[src/hdl/ioc_pkg.sv]
// constants, types and helper functions for the three-phase
// instantaneous overcurrent block; shared by all design files
package ioc_pkg;

  localparam int unsigned CUR_W      = 16;  // current sample / rms width
  localparam int unsigned PCT_W      = 12;  // percent setting width
  localparam int unsigned PCT_EFF_W  = 13;  // percent after doubling
  localparam int unsigned PROD_W     = 29;  // rated * percent
  localparam int unsigned MEAS_W     = 23;  // measured * 100
  localparam int unsigned NPHASE     = 3;

  localparam logic [PCT_W-1:0] PCT_MIN     = 12'h014;  // 20 %
  localparam logic [PCT_W-1:0] PCT_MAX     = 12'hBB8;  // 3000 %
  localparam logic [PCT_W-1:0] PCT_DEFAULT = 12'h0C8;  // 200 %
  localparam logic [6:0]       PCT_SCALE   = 7'h64;    // 100

  // peak to rms-equivalent: 181/256 ~ 1/sqrt(2)
  localparam logic [7:0] SQRT_HALF_Q8 = 8'hB5;
  localparam int unsigned SQRT_HALF_SHIFT = 8;

  // samples per peak window, about one network period
  localparam logic [7:0] PEAK_WINDOW = 8'h14;

  typedef enum logic [1:0] {
    MODE_OFF  = 2'h0,
    MODE_PEAK = 2'h1,
    MODE_FUND = 2'h2
  } op_mode_t;

  typedef logic [CUR_W-1:0] cur_t;

  function automatic cur_t abs_mag(input cur_t s);
    abs_mag = s[CUR_W-1] ? cur_t'(~s + 16'h0001) : s;
  endfunction : abs_mag

  function automatic cur_t max_cur(input cur_t a, input cur_t b);
    max_cur = (a > b) ? a : b;
  endfunction : max_cur

endpackage : ioc_pkg

[src/hdl/phase_meas_if.sv]
// carrier between the decision block and the peak selector
// assumes both ends run on the same clock
`timescale 1ns/10ps
`default_nettype none
interface phase_meas_if;
  logic                                    sample_valid;
  logic [ioc_pkg::NPHASE-1:0][ioc_pkg::CUR_W-1:0] sample;
  logic                                    peak_valid;
  logic [ioc_pkg::NPHASE-1:0][ioc_pkg::CUR_W-1:0] peak;

  modport src  (output sample_valid, output sample,
                input  peak_valid,   input  peak);
  modport sel  (input  sample_valid, input  sample,
                output peak_valid,   output peak);
endinterface : phase_meas_if
`default_nettype wire

[src/hdl/peak_selector.sv]
// per-phase peak selection over a sliding pair of windows
// assumes sample_valid pulses once per two's-complement sample
`timescale 1ns/10ps
`default_nettype none
module peak_selector (
  input  wire logic     clk_sys,
  input  wire logic     nrst,
  phase_meas_if.sel     m
);
  ioc_pkg::cur_t [ioc_pkg::NPHASE-1:0] win_max, next_win_max;
  ioc_pkg::cur_t [ioc_pkg::NPHASE-1:0] prev_max, next_prev_max;
  ioc_pkg::cur_t [ioc_pkg::NPHASE-1:0] peak, next_peak;
  logic [7:0]                          count, next_count;
  logic                                pvalid, next_pvalid;

  // the peak is the larger of this and the last window, so a fault
  // is seen at once and a cleared fault ages out within two windows
  always_comb begin
    ioc_pkg::cur_t wm;
    logic          last;
    wm            = '0;
    last          = (count == ioc_pkg::PEAK_WINDOW - 8'h01);
    next_win_max  = win_max;
    next_prev_max = prev_max;
    next_peak     = peak;
    next_count    = count;
    next_pvalid   = m.sample_valid;
    if (m.sample_valid) begin
      next_count = last ? 8'h00 : count + 8'h01;
      for (int i = 0; i < ioc_pkg::NPHASE; i++) begin
        wm = ioc_pkg::max_cur(win_max[i], ioc_pkg::abs_mag(m.sample[i]));
        next_peak[i]     = ioc_pkg::max_cur(wm, prev_max[i]);
        next_win_max[i]  = last ? '0 : wm;
        next_prev_max[i] = last ? wm : prev_max[i];
      end
    end
  end

  always_ff @(posedge clk_sys) begin
    if (!nrst) begin
      win_max  <= '0;
      prev_max <= '0;
      peak     <= '0;
      count    <= 8'h00;
      pvalid   <= 1'b0;
    end else begin
      win_max  <= next_win_max;
      prev_max <= next_prev_max;
      peak     <= next_peak;
      count    <= next_count;
      pvalid   <= next_pvalid;
    end
  end

  assign m.peak       = peak;
  assign m.peak_valid = pvalid;
endmodule : peak_selector
`default_nettype wire

[src/hdl/inst_overcurrent_function.sv]
// three-phase instantaneous overcurrent decision block
// assumes samples, rms values and settings come from logic on clk_sys;
// the fundamental rms values are computed outside and valid with
// sample_valid
// Function
// - mode off, peak or fundamental; off is default and never trips
// - start current 20..3000 percent in steps of 1, default 200
// - each phase trips at once when its quantity exceeds threshold
// - peak mode uses peaks, fundamental mode uses fundamental rms
// - a peak value is derived per phase from its own samples
// - doubling input makes the threshold twice the setting
// - block input holds every trip output low
// - general trip is formed from the three phase trips
// - general trip is the OR of the three phase trips
`timescale 1ns/10ps
`default_nettype none
module inst_overcurrent_function (
  input  wire logic                        clk_sys,
  input  wire logic                        nrst,
  input  wire ioc_pkg::op_mode_t           operation_mode,
  input  wire logic [ioc_pkg::PCT_W-1:0]   start_current_threshold,
  input  wire logic [ioc_pkg::CUR_W-1:0]   rated_current,
  input  wire logic                        threshold_doubling_input,
  input  wire logic                        function_block_input,
  input  wire logic                        sample_valid,
  input  wire logic [ioc_pkg::CUR_W-1:0]   phase1_sampled_current,
  input  wire logic [ioc_pkg::CUR_W-1:0]   phase2_sampled_current,
  input  wire logic [ioc_pkg::CUR_W-1:0]   phase3_sampled_current,
  input  wire logic [ioc_pkg::CUR_W-1:0]   phase1_fundamental_rms,
  input  wire logic [ioc_pkg::CUR_W-1:0]   phase2_fundamental_rms,
  input  wire logic [ioc_pkg::CUR_W-1:0]   phase3_fundamental_rms,
  output var  logic                        phase1_trip_out,
  output var  logic                        phase2_trip_out,
  output var  logic                        phase3_trip_out,
  output var  logic                        general_trip_out
);
  phase_meas_if m ();

  ioc_pkg::cur_t [ioc_pkg::NPHASE-1:0] fund, next_fund;
  ioc_pkg::cur_t [ioc_pkg::NPHASE-1:0] selected;
  logic [ioc_pkg::NPHASE-1:0]          trip, next_trip, exceeds;
  logic                                gen, next_gen;
  logic                                enabled;
  logic [ioc_pkg::PCT_W-1:0]           pct_lim;
  logic [ioc_pkg::PCT_EFF_W-1:0]       pct_eff;
  logic [ioc_pkg::PROD_W-1:0]          thr_prod;

  function automatic logic [ioc_pkg::PCT_W-1:0] clamp_pct(
    input logic [ioc_pkg::PCT_W-1:0] p);
    if (p == '0)
      clamp_pct = ioc_pkg::PCT_DEFAULT;
    else if (p < ioc_pkg::PCT_MIN)
      clamp_pct = ioc_pkg::PCT_MIN;
    else if (p > ioc_pkg::PCT_MAX)
      clamp_pct = ioc_pkg::PCT_MAX;
    else
      clamp_pct = p;
  endfunction : clamp_pct

  assign m.sample_valid = sample_valid;
  assign m.sample       = {phase3_sampled_current,
                           phase2_sampled_current,
                           phase1_sampled_current};

  peak_selector u_peak (
    .clk_sys (clk_sys),
    .nrst    (nrst),
    .m       (m.sel)
  );

  // threshold in current units times 100, so no divider is needed
  always_comb begin
    pct_lim  = clamp_pct(start_current_threshold);
    pct_eff  = threshold_doubling_input ? {pct_lim, 1'b0}
                                        : {1'b0, pct_lim};
    thr_prod = ioc_pkg::PROD_W'(rated_current) *
               ioc_pkg::PROD_W'(pct_eff);
    enabled  = ((operation_mode == ioc_pkg::MODE_PEAK) ||
                (operation_mode == ioc_pkg::MODE_FUND)) &&
               !function_block_input;
    for (int i = 0; i < ioc_pkg::NPHASE; i++) begin
      if (operation_mode == ioc_pkg::MODE_PEAK)
        selected[i] = ioc_pkg::cur_t'((24'(m.peak[i]) *
                      24'(ioc_pkg::SQRT_HALF_Q8)) >>
                      ioc_pkg::SQRT_HALF_SHIFT);
      else
        selected[i] = fund[i];
      exceeds[i] = ioc_pkg::PROD_W'(ioc_pkg::MEAS_W'(selected[i]) *
                   ioc_pkg::MEAS_W'(ioc_pkg::PCT_SCALE)) > thr_prod;
    end
  end

  // rms values are captured with the sample so both quantities are
  // judged on the same instant when the peak arrives a cycle later
  always_comb begin
    next_fund = fund;
    if (sample_valid)
      next_fund = {phase3_fundamental_rms,
                   phase2_fundamental_rms,
                   phase1_fundamental_rms};
    next_trip = trip;
    if (!enabled)
      next_trip = '0;
    else if (m.peak_valid)
      next_trip = exceeds;
    next_gen = |next_trip;
  end

  always_ff @(posedge clk_sys) begin
    if (!nrst) begin
      fund <= '0;
      trip <= '0;
      gen  <= 1'b0;
    end else begin
      fund <= next_fund;
      trip <= next_trip;
      gen  <= next_gen;
    end
  end

  assign phase1_trip_out  = trip[0];
  assign phase2_trip_out  = trip[1];
  assign phase3_trip_out  = trip[2];
  assign general_trip_out = gen;
endmodule : inst_overcurrent_function
`default_nettype wire

[config.mk]
export PLATFORM = sky130hd
export DESIGN_NAME = inst_overcurrent_function
export DESIGN_NICKNAME = d
export VERILOG_FILES = /design/src/hdl/ioc_pkg.sv /design/src/hdl/phase_meas_if.sv /design/src/hdl/peak_selector.sv /design/src/hdl/inst_overcurrent_function.sv
export SDC_FILE = /design/constraint.sdc
export NUM_CORES = 2
export LEC_CHECK = 0
export BUFFER_PORTS_ARGS = -buffer_cell sky130_fd_sc_hd__clkbuf_2
export CORE_MARGIN = 2
export CORE_UTILIZATION = 57
export CTS_BUF_LIST = sky130_fd_sc_hd__clkbuf_2 sky130_fd_sc_hd__clkbuf_4 sky130_fd_sc_hd__clkbuf_8
export DETAILED_ROUTE_END_ITERATION = 8
export HOLD_SLACK_MARGIN = 0.15
export PLACE_DENSITY = 0.75
export SLEW_MARGIN = 40
export SYNTH_ARGS = -nofsm -noshare
export SYNTH_HDL_FRONTEND = slang
export SYNTH_SLANG_ARGS = --single-unit
[constraint.sdc]
create_clock -name clk_sys -period 14.7 [get_ports clk_sys]
set_clock_uncertainty 0.05 [all_clocks]
set_input_delay 2.205 -clock clk_sys [delete_from_list [all_inputs] [get_ports clk_sys]]
set_output_delay 2.205 -clock clk_sys [all_outputs]
set_load 0.01 [all_outputs]
# Word level (Yosys, flattened, before mapping)
# Index checks and enable logic that the tools add are counted.
# totals
in_bits	131
reg_bits	205
wordCells	72
mem_count	0
latch_bits	0
romBits	0
output_inout_bits	4
ram_bits	0
# op_classes
mux	22
bitwise_logic	3
mul	7
order_cmp	11
n_div	0
n_shift	0
add_sub_neg	4
eq_ne	3
n_reduce_logical	6
# ops
op	count
16-bit two-way mux	15
16-bit > comparator	6
23-bit by 29-bit > comparator with 1-bit output	3
16-bit by 8-bit multiplier with 24-bit output (second input constant)	3
16-bit by 5-bit multiplier with 21-bit output (second input constant)	3
16-bit by 1-bit adder with 16-bit output (second input constant)	3
16-bit NOT	3
12-bit two-way mux	3
16-bit by 13-bit multiplier with 29-bit output	1
13-bit two-way mux	1
12-bit > comparator (second input constant)	1
12-bit logical NOT	1
12-bit by 5-bit < comparator with 1-bit output (second input constant)	1
8-bit by 1-bit adder with 8-bit output (second input constant)	1
8-bit by 5-bit equality test with 1-bit output (second input constant)	1
8-bit two-way mux	1
3-bit two-way mux	2
3-bit OR reduction	1
2-bit by 1-bit equality test with 1-bit output (second input constant)	1
2-bit equality test (second input constant)	1
2-bit AND reduction	1
1-bit logical AND	1
1-bit logical NOT	1
1-bit logical OR	1

# Longest topological paths before layout
# logic_depth
depth_word	10
ltp_mapped	42
mapped_depth_nobuf	42

# Modules after synthesis
# Synthesis repeated with hierarchy kept, for this count alone.
# hier_totals
cells_unflattened	3616
hier_area_um2	31567.8
# by_module_without_submodules
module	instances	cells_each	seq_area_each_um2	area_each_um2
inst_overcurrent_function	1	2541	1041.0	22377.7
peak_selector	1	1075	3062.9	9190.1

# Worst setup path before layout
# OpenSTA, ideal clock, no wires.
# synth_path
path_type	input -> register
start	in start_current_threshold[8] in the netlist's numbering
end	reg gen, in the netlist general_trip_out
t_arrival_ns	10.083
t_required_ns	14.577
setup_ns	0.073
n_path_buf	1
path_slack_ns	4.493
path_stages	36
path_cell_list	or4_1 nand2b_1 or4_1 nand2_1 o22a_1 clkbuf_1 nor2b_1 fa_1 inv_1 fa_1 inv_1 fa_1 fa_1 inv_1 fa_1 inv_1 ha_1 or3_1 o21a_1 nand3_1 nand2_1 a21oi_1 o21bai_1 xnor2_1 ha_1 nand4_1 nor2_1 nand2_1 or3_1 nor4b_4 maj3_2 nor4_2 a311oi_1 a2111oi_2 nor2_1 o211ai_2
# synth_between
elab_chain_cells	10
word_cells_on_any_way	14
classes_between	mul (1); order compare (5); mux (6); reduce/logical (2)
# synth_rtl
element	line	rtl
from (decl)	inst_overcurrent_function.sv:21	input wire logic [ioc_pkg::PCT_W-1:0] start_current_threshold,
12-bit > comparator	inst_overcurrent_function.sv:54	else if (p > ioc_pkg::PCT_MAX)
12-bit two-way mux	inst_overcurrent_function.sv:54	
12-bit two-way mux	inst_overcurrent_function.sv:52	else if (p < ioc_pkg::PCT_MIN)
12-bit two-way mux *	inst_overcurrent_function.sv:50	if (p == '0)
13-bit two-way mux *	inst_overcurrent_function.sv:74	pct_eff = threshold_doubling_input ? {pct_lim, 1'b0}
16-bit by 13-bit multiplier with 29-bit output *	inst_overcurrent_function.sv:76	thr_prod = ioc_pkg::PROD_W'(rated_current) *
23-bit by 29-bit > comparator with 1-bit output	inst_overcurrent_function.sv:89	ioc_pkg::MEAS_W'(ioc_pkg::PCT_SCALE)) > thr_prod;
3-bit two-way mux *	inst_overcurrent_function.sv:104	else if (m.peak_valid)
3-bit two-way mux *	inst_overcurrent_function.sv:102	if (!enabled)
3-bit OR reduction *	inst_overcurrent_function.sv:106	next_gen = |next_trip;
to (signal assigned)	inst_overcurrent_function.sv:117	gen <= next_gen;
to (decl)	inst_overcurrent_function.sv:42	logic gen, next_gen;
# Every way passes the cells marked *; elsewhere a longest branch is shown, timed or not.
# A chain may end at the register's enable or synchronous reset.

# Worst setup path after layout
# Same ends and word-level chain as after synthesis.

==> impl_metrics.py <==
metrics = {
    "run_status": {
        "status": "completed",
    },
    "floorplanning": {
        "die_area_um2": 57500,
        "die_x_um": 240,
        "pin_count": 135,
        "fp.coreArea_um2": 55000,
        "start_util_pct": 57.6,
        "placementRows": 86,
        "die_y_um": 240,
    },
    "setup_path": {
        "crit_fanout": 16,
        "worstReg2RegStart": "u_peak.m.peak[9]",
        "startpoint": "start_current_threshold[8]",
        "setup.worst_path.end_class": "register",
        "crit_type": "input port to register",
        "slowest_stage": "fa_1",
        "max_stage_delay_ps": 550,
        "required_ps": 15190,
        "crit_top_cell": "fa_1",
        "r2r_slack_ps": 4980,
        "worstPathArrival_ps": 10990,
        "r2r_cells": 40,
        "r2r-end": "general_trip_out",
        "startpoint_type": "input port",
    },
    "detailed_routing": {
        "post_drt_wl_per_cell_um": 15.2,
        "drc": 0,
        "ant_nets": 0,
        "drt-pass1-iter-count": 5,
        "wl_um": 69200,
        "via_per_inst": 5.41,
        "drt-initial-drc-count": 1010,
        "vias": 24600,
    },
    "clock_tree": {
        "ctsHoldBuffers": 0,
        "clk_pin_slew_ps": 70,
        "postCtsSetupBuffers": 0,
        "post_cts_resized": 0,
        "cts_max_path_buffers": 3,
        "cts-root-buf": "clkbuf_8",
        "htreeDepth": 2,
        "insertion_delay_ps": 620,
        "cts_tree": "done",
        "numCtsBuffers": 38,
        "cts_sinks": 205,
    },
    "synthesis": {
        "yosysWarnings": 0,
        "ys_seq_area_share_pct": 13.0,
        "synth.distinct_cells": 80,
        "syn-num-nets": 4681,
        "async_flop_share_pct": 0,
        "syn_area_per_cell_um2": 8.59,
        "synth.ff_latch_count": 205,
        "syn_inst": 3687,
        "synth_edf_count": 0,
        "netlist_area_um2": 31700,
        "synth_flop_cell": "dfxtp_1",
    },
    "sta": {
        "setup_viol": 0,
        "timing.hold.ws_ps": 408,
        "worstMarginPinSlew_ps": 835,
        "finalMaxSlewViolations": 0,
        "period_minus_slack_ps": 10500,
        "hold_viol": 0,
        "final.period_utilization_pct": 71.5,
        "finalSetupTns_ps": 0,
        "fin_ws_ps": 4200,
        "fmax_ghz": 0.0952,
        "relSlewSlack_pct": 44.0,
        "rsz0062_at_grt": "no",
    },
    "final_layout": {
        "fin_nets": 4763,
        "syn2layout_area_growth_pct": 7.29,
        "drive_above_1_share_pct": 8.01,
        "fin_util_pct": 61.8,
        "mostFrequentLayoutCell": "inv_1",
        "fillers": 4828,
        "layout_common_cells": "781 x inv_1, 566 x ha_1, 296 x fa_1",
    },
    "global_routing": {
        "track_usage_pct": 25.0,
        "grt_max_degree": 92,
        "antenna_found_initial": 2,
        "grt_pass1_wl_um": 118000,
        "grt-ovfl-total": 0,
        "grt_pass1_vias": 24800,
    },
    "place": {
        "dpl.hpwl_um": 57000,
        "post-place-ws_ps": 3640,
        "gp_congestion": 0.897,
        "portBuffers": 134,
    },
    "worst_hold_path": {
        "hp-class": "register to register",
        "hold_depth": 2,
        "min_to": "u_peak.win_max[32]",
        "hp-start": "u_peak.win_max[32]",
    },
    "run": {
        "max_cap_violations": 0,
    },
}
==> stage by stage <==
step                instance area [um^2]  instances
floorplan                          31700       3687
global placement                   33000       4477
detailed placement                 33100       4477
CTS                                34000       4544
global route                       34000       4545
finish                             34000       4545
==> final cells by class <==
type / instances / area, um^2 / area share [%]
clock inverters: 15 / 220 / 0.648
diodes: 1 / 2.50 / 0.00736
repair buffers: 148 / 786 / 2.31
well taps: 748 / 936 / 2.75
clock buffers: 52 / 691 / 2.03
multi-input cells: 2591 / 24300 / 71.5
flip-flops and latches: 205 / 4100 / 12.1
inverters: 785 / 2950 / 8.67
==> critical path, delay by kind of cell <==
family | cells | cell delay [ps]
buf+inv | 5 | 310
fa+ha+maj | 8 | 3380
compound gates | 7 | 1480
xor+xnor | 1 | 470
simple gates | 15 | 3140
==> synth_stat cells, types with 5 or more instances <==
library cell	number	area share (%)
ha_1	567	22
mux2_2	40	1.4
buf_1	9	0.11
or3_1	23	0.45
o31ai_1	16	0.38
a22o_1	5	0.14
nor2_1	176	2.1
nand2b_1	25	0.49
dfxtp_1	205	13
clkbuf_1	87	1.0
nor4_1	9	0.18
o21bai_1	14	0.33
o21ai_1	5	0.079
nor2b_1	50	0.99
or4_1	10	0.24
mux2i_1	155	4.9
xor2_1	43	1.2
a31o_2	11	0.30
nor3b_1	5	0.12
a31oi_1	8	0.16
o21ai_0	136	2.1
o41ai_1	9	0.25
a21oi_1	128	2.0
nor3_1	38	0.60
maj3_1	6	0.19
o21a_1	37	0.88
or2_2	5	0.099
o211ai_1	7	0.17
o22ai_1	51	1.0
nand3_1	36	0.57
a21o_1	57	1.4
nand2_1	234	2.8
and3_1	22	0.43
nand4_1	34	0.67
fa_1	296	19
xnor2_1	116	3.2
a21boi_0	6	0.14
buf_2	7	0.11
and4_1	5	0.14
a211oi_1	50	1.2
nand3b_1	6	0.14
inv_1	782	9.3
and2_1	84	1.7
==> state kept, by name, indices dropped and copies added, names as in the netlist <==
register             count
fund                    48
u_peak.m.peak           48
u_peak.prev_max         48
u_peak.win_max          48
u_peak.count             8
trip                     3
general_trip_out         1
u_peak.m.peak_valid      1
==> metal layers <==
layer	wire [um]	share of wire, %	vias to the layer above	track usage (%)
met2	32000	46	464	42.1
met1	32700	47	11700	33.8
met5	19	0.027	-	0
met4	1580	2.3	2	6.65
met3	2950	4.3	97	3.11
li1	-	-	12300	-
==> how the worst max path moves through the flow <==
stage	endpoint	slack (ps)
3_5_place_dp	general_trip_out	3640
4_1_cts	general_trip_out	4290
6_report	general_trip_out	4200
5_1_grt	general_trip_out	3630
3_3_place_gp	general_trip_out	3720
2_1_floorplan	general_trip_out	4490
==> kinds of logic (layout without fill, tap and decap cells) <==
group                      after synthesis  after routing  synth area share (%)
AOI/OAI and AO/OA                      588            588                  12.0
muxes                                  195            195                  6.32
other                                    0              1                     0
DFF                                    205            205                  13.0
xor gates and xnor gates               161            161                  4.54
and+or+nand+nor                        776            776                  12.2
buffers and inverters                  891           1000                  10.6
adders and majority gates              871            871                  41.4
Power is not shown: default switching activity piles up to over one toggle a cycle in this logic, so the estimate is an artifact.
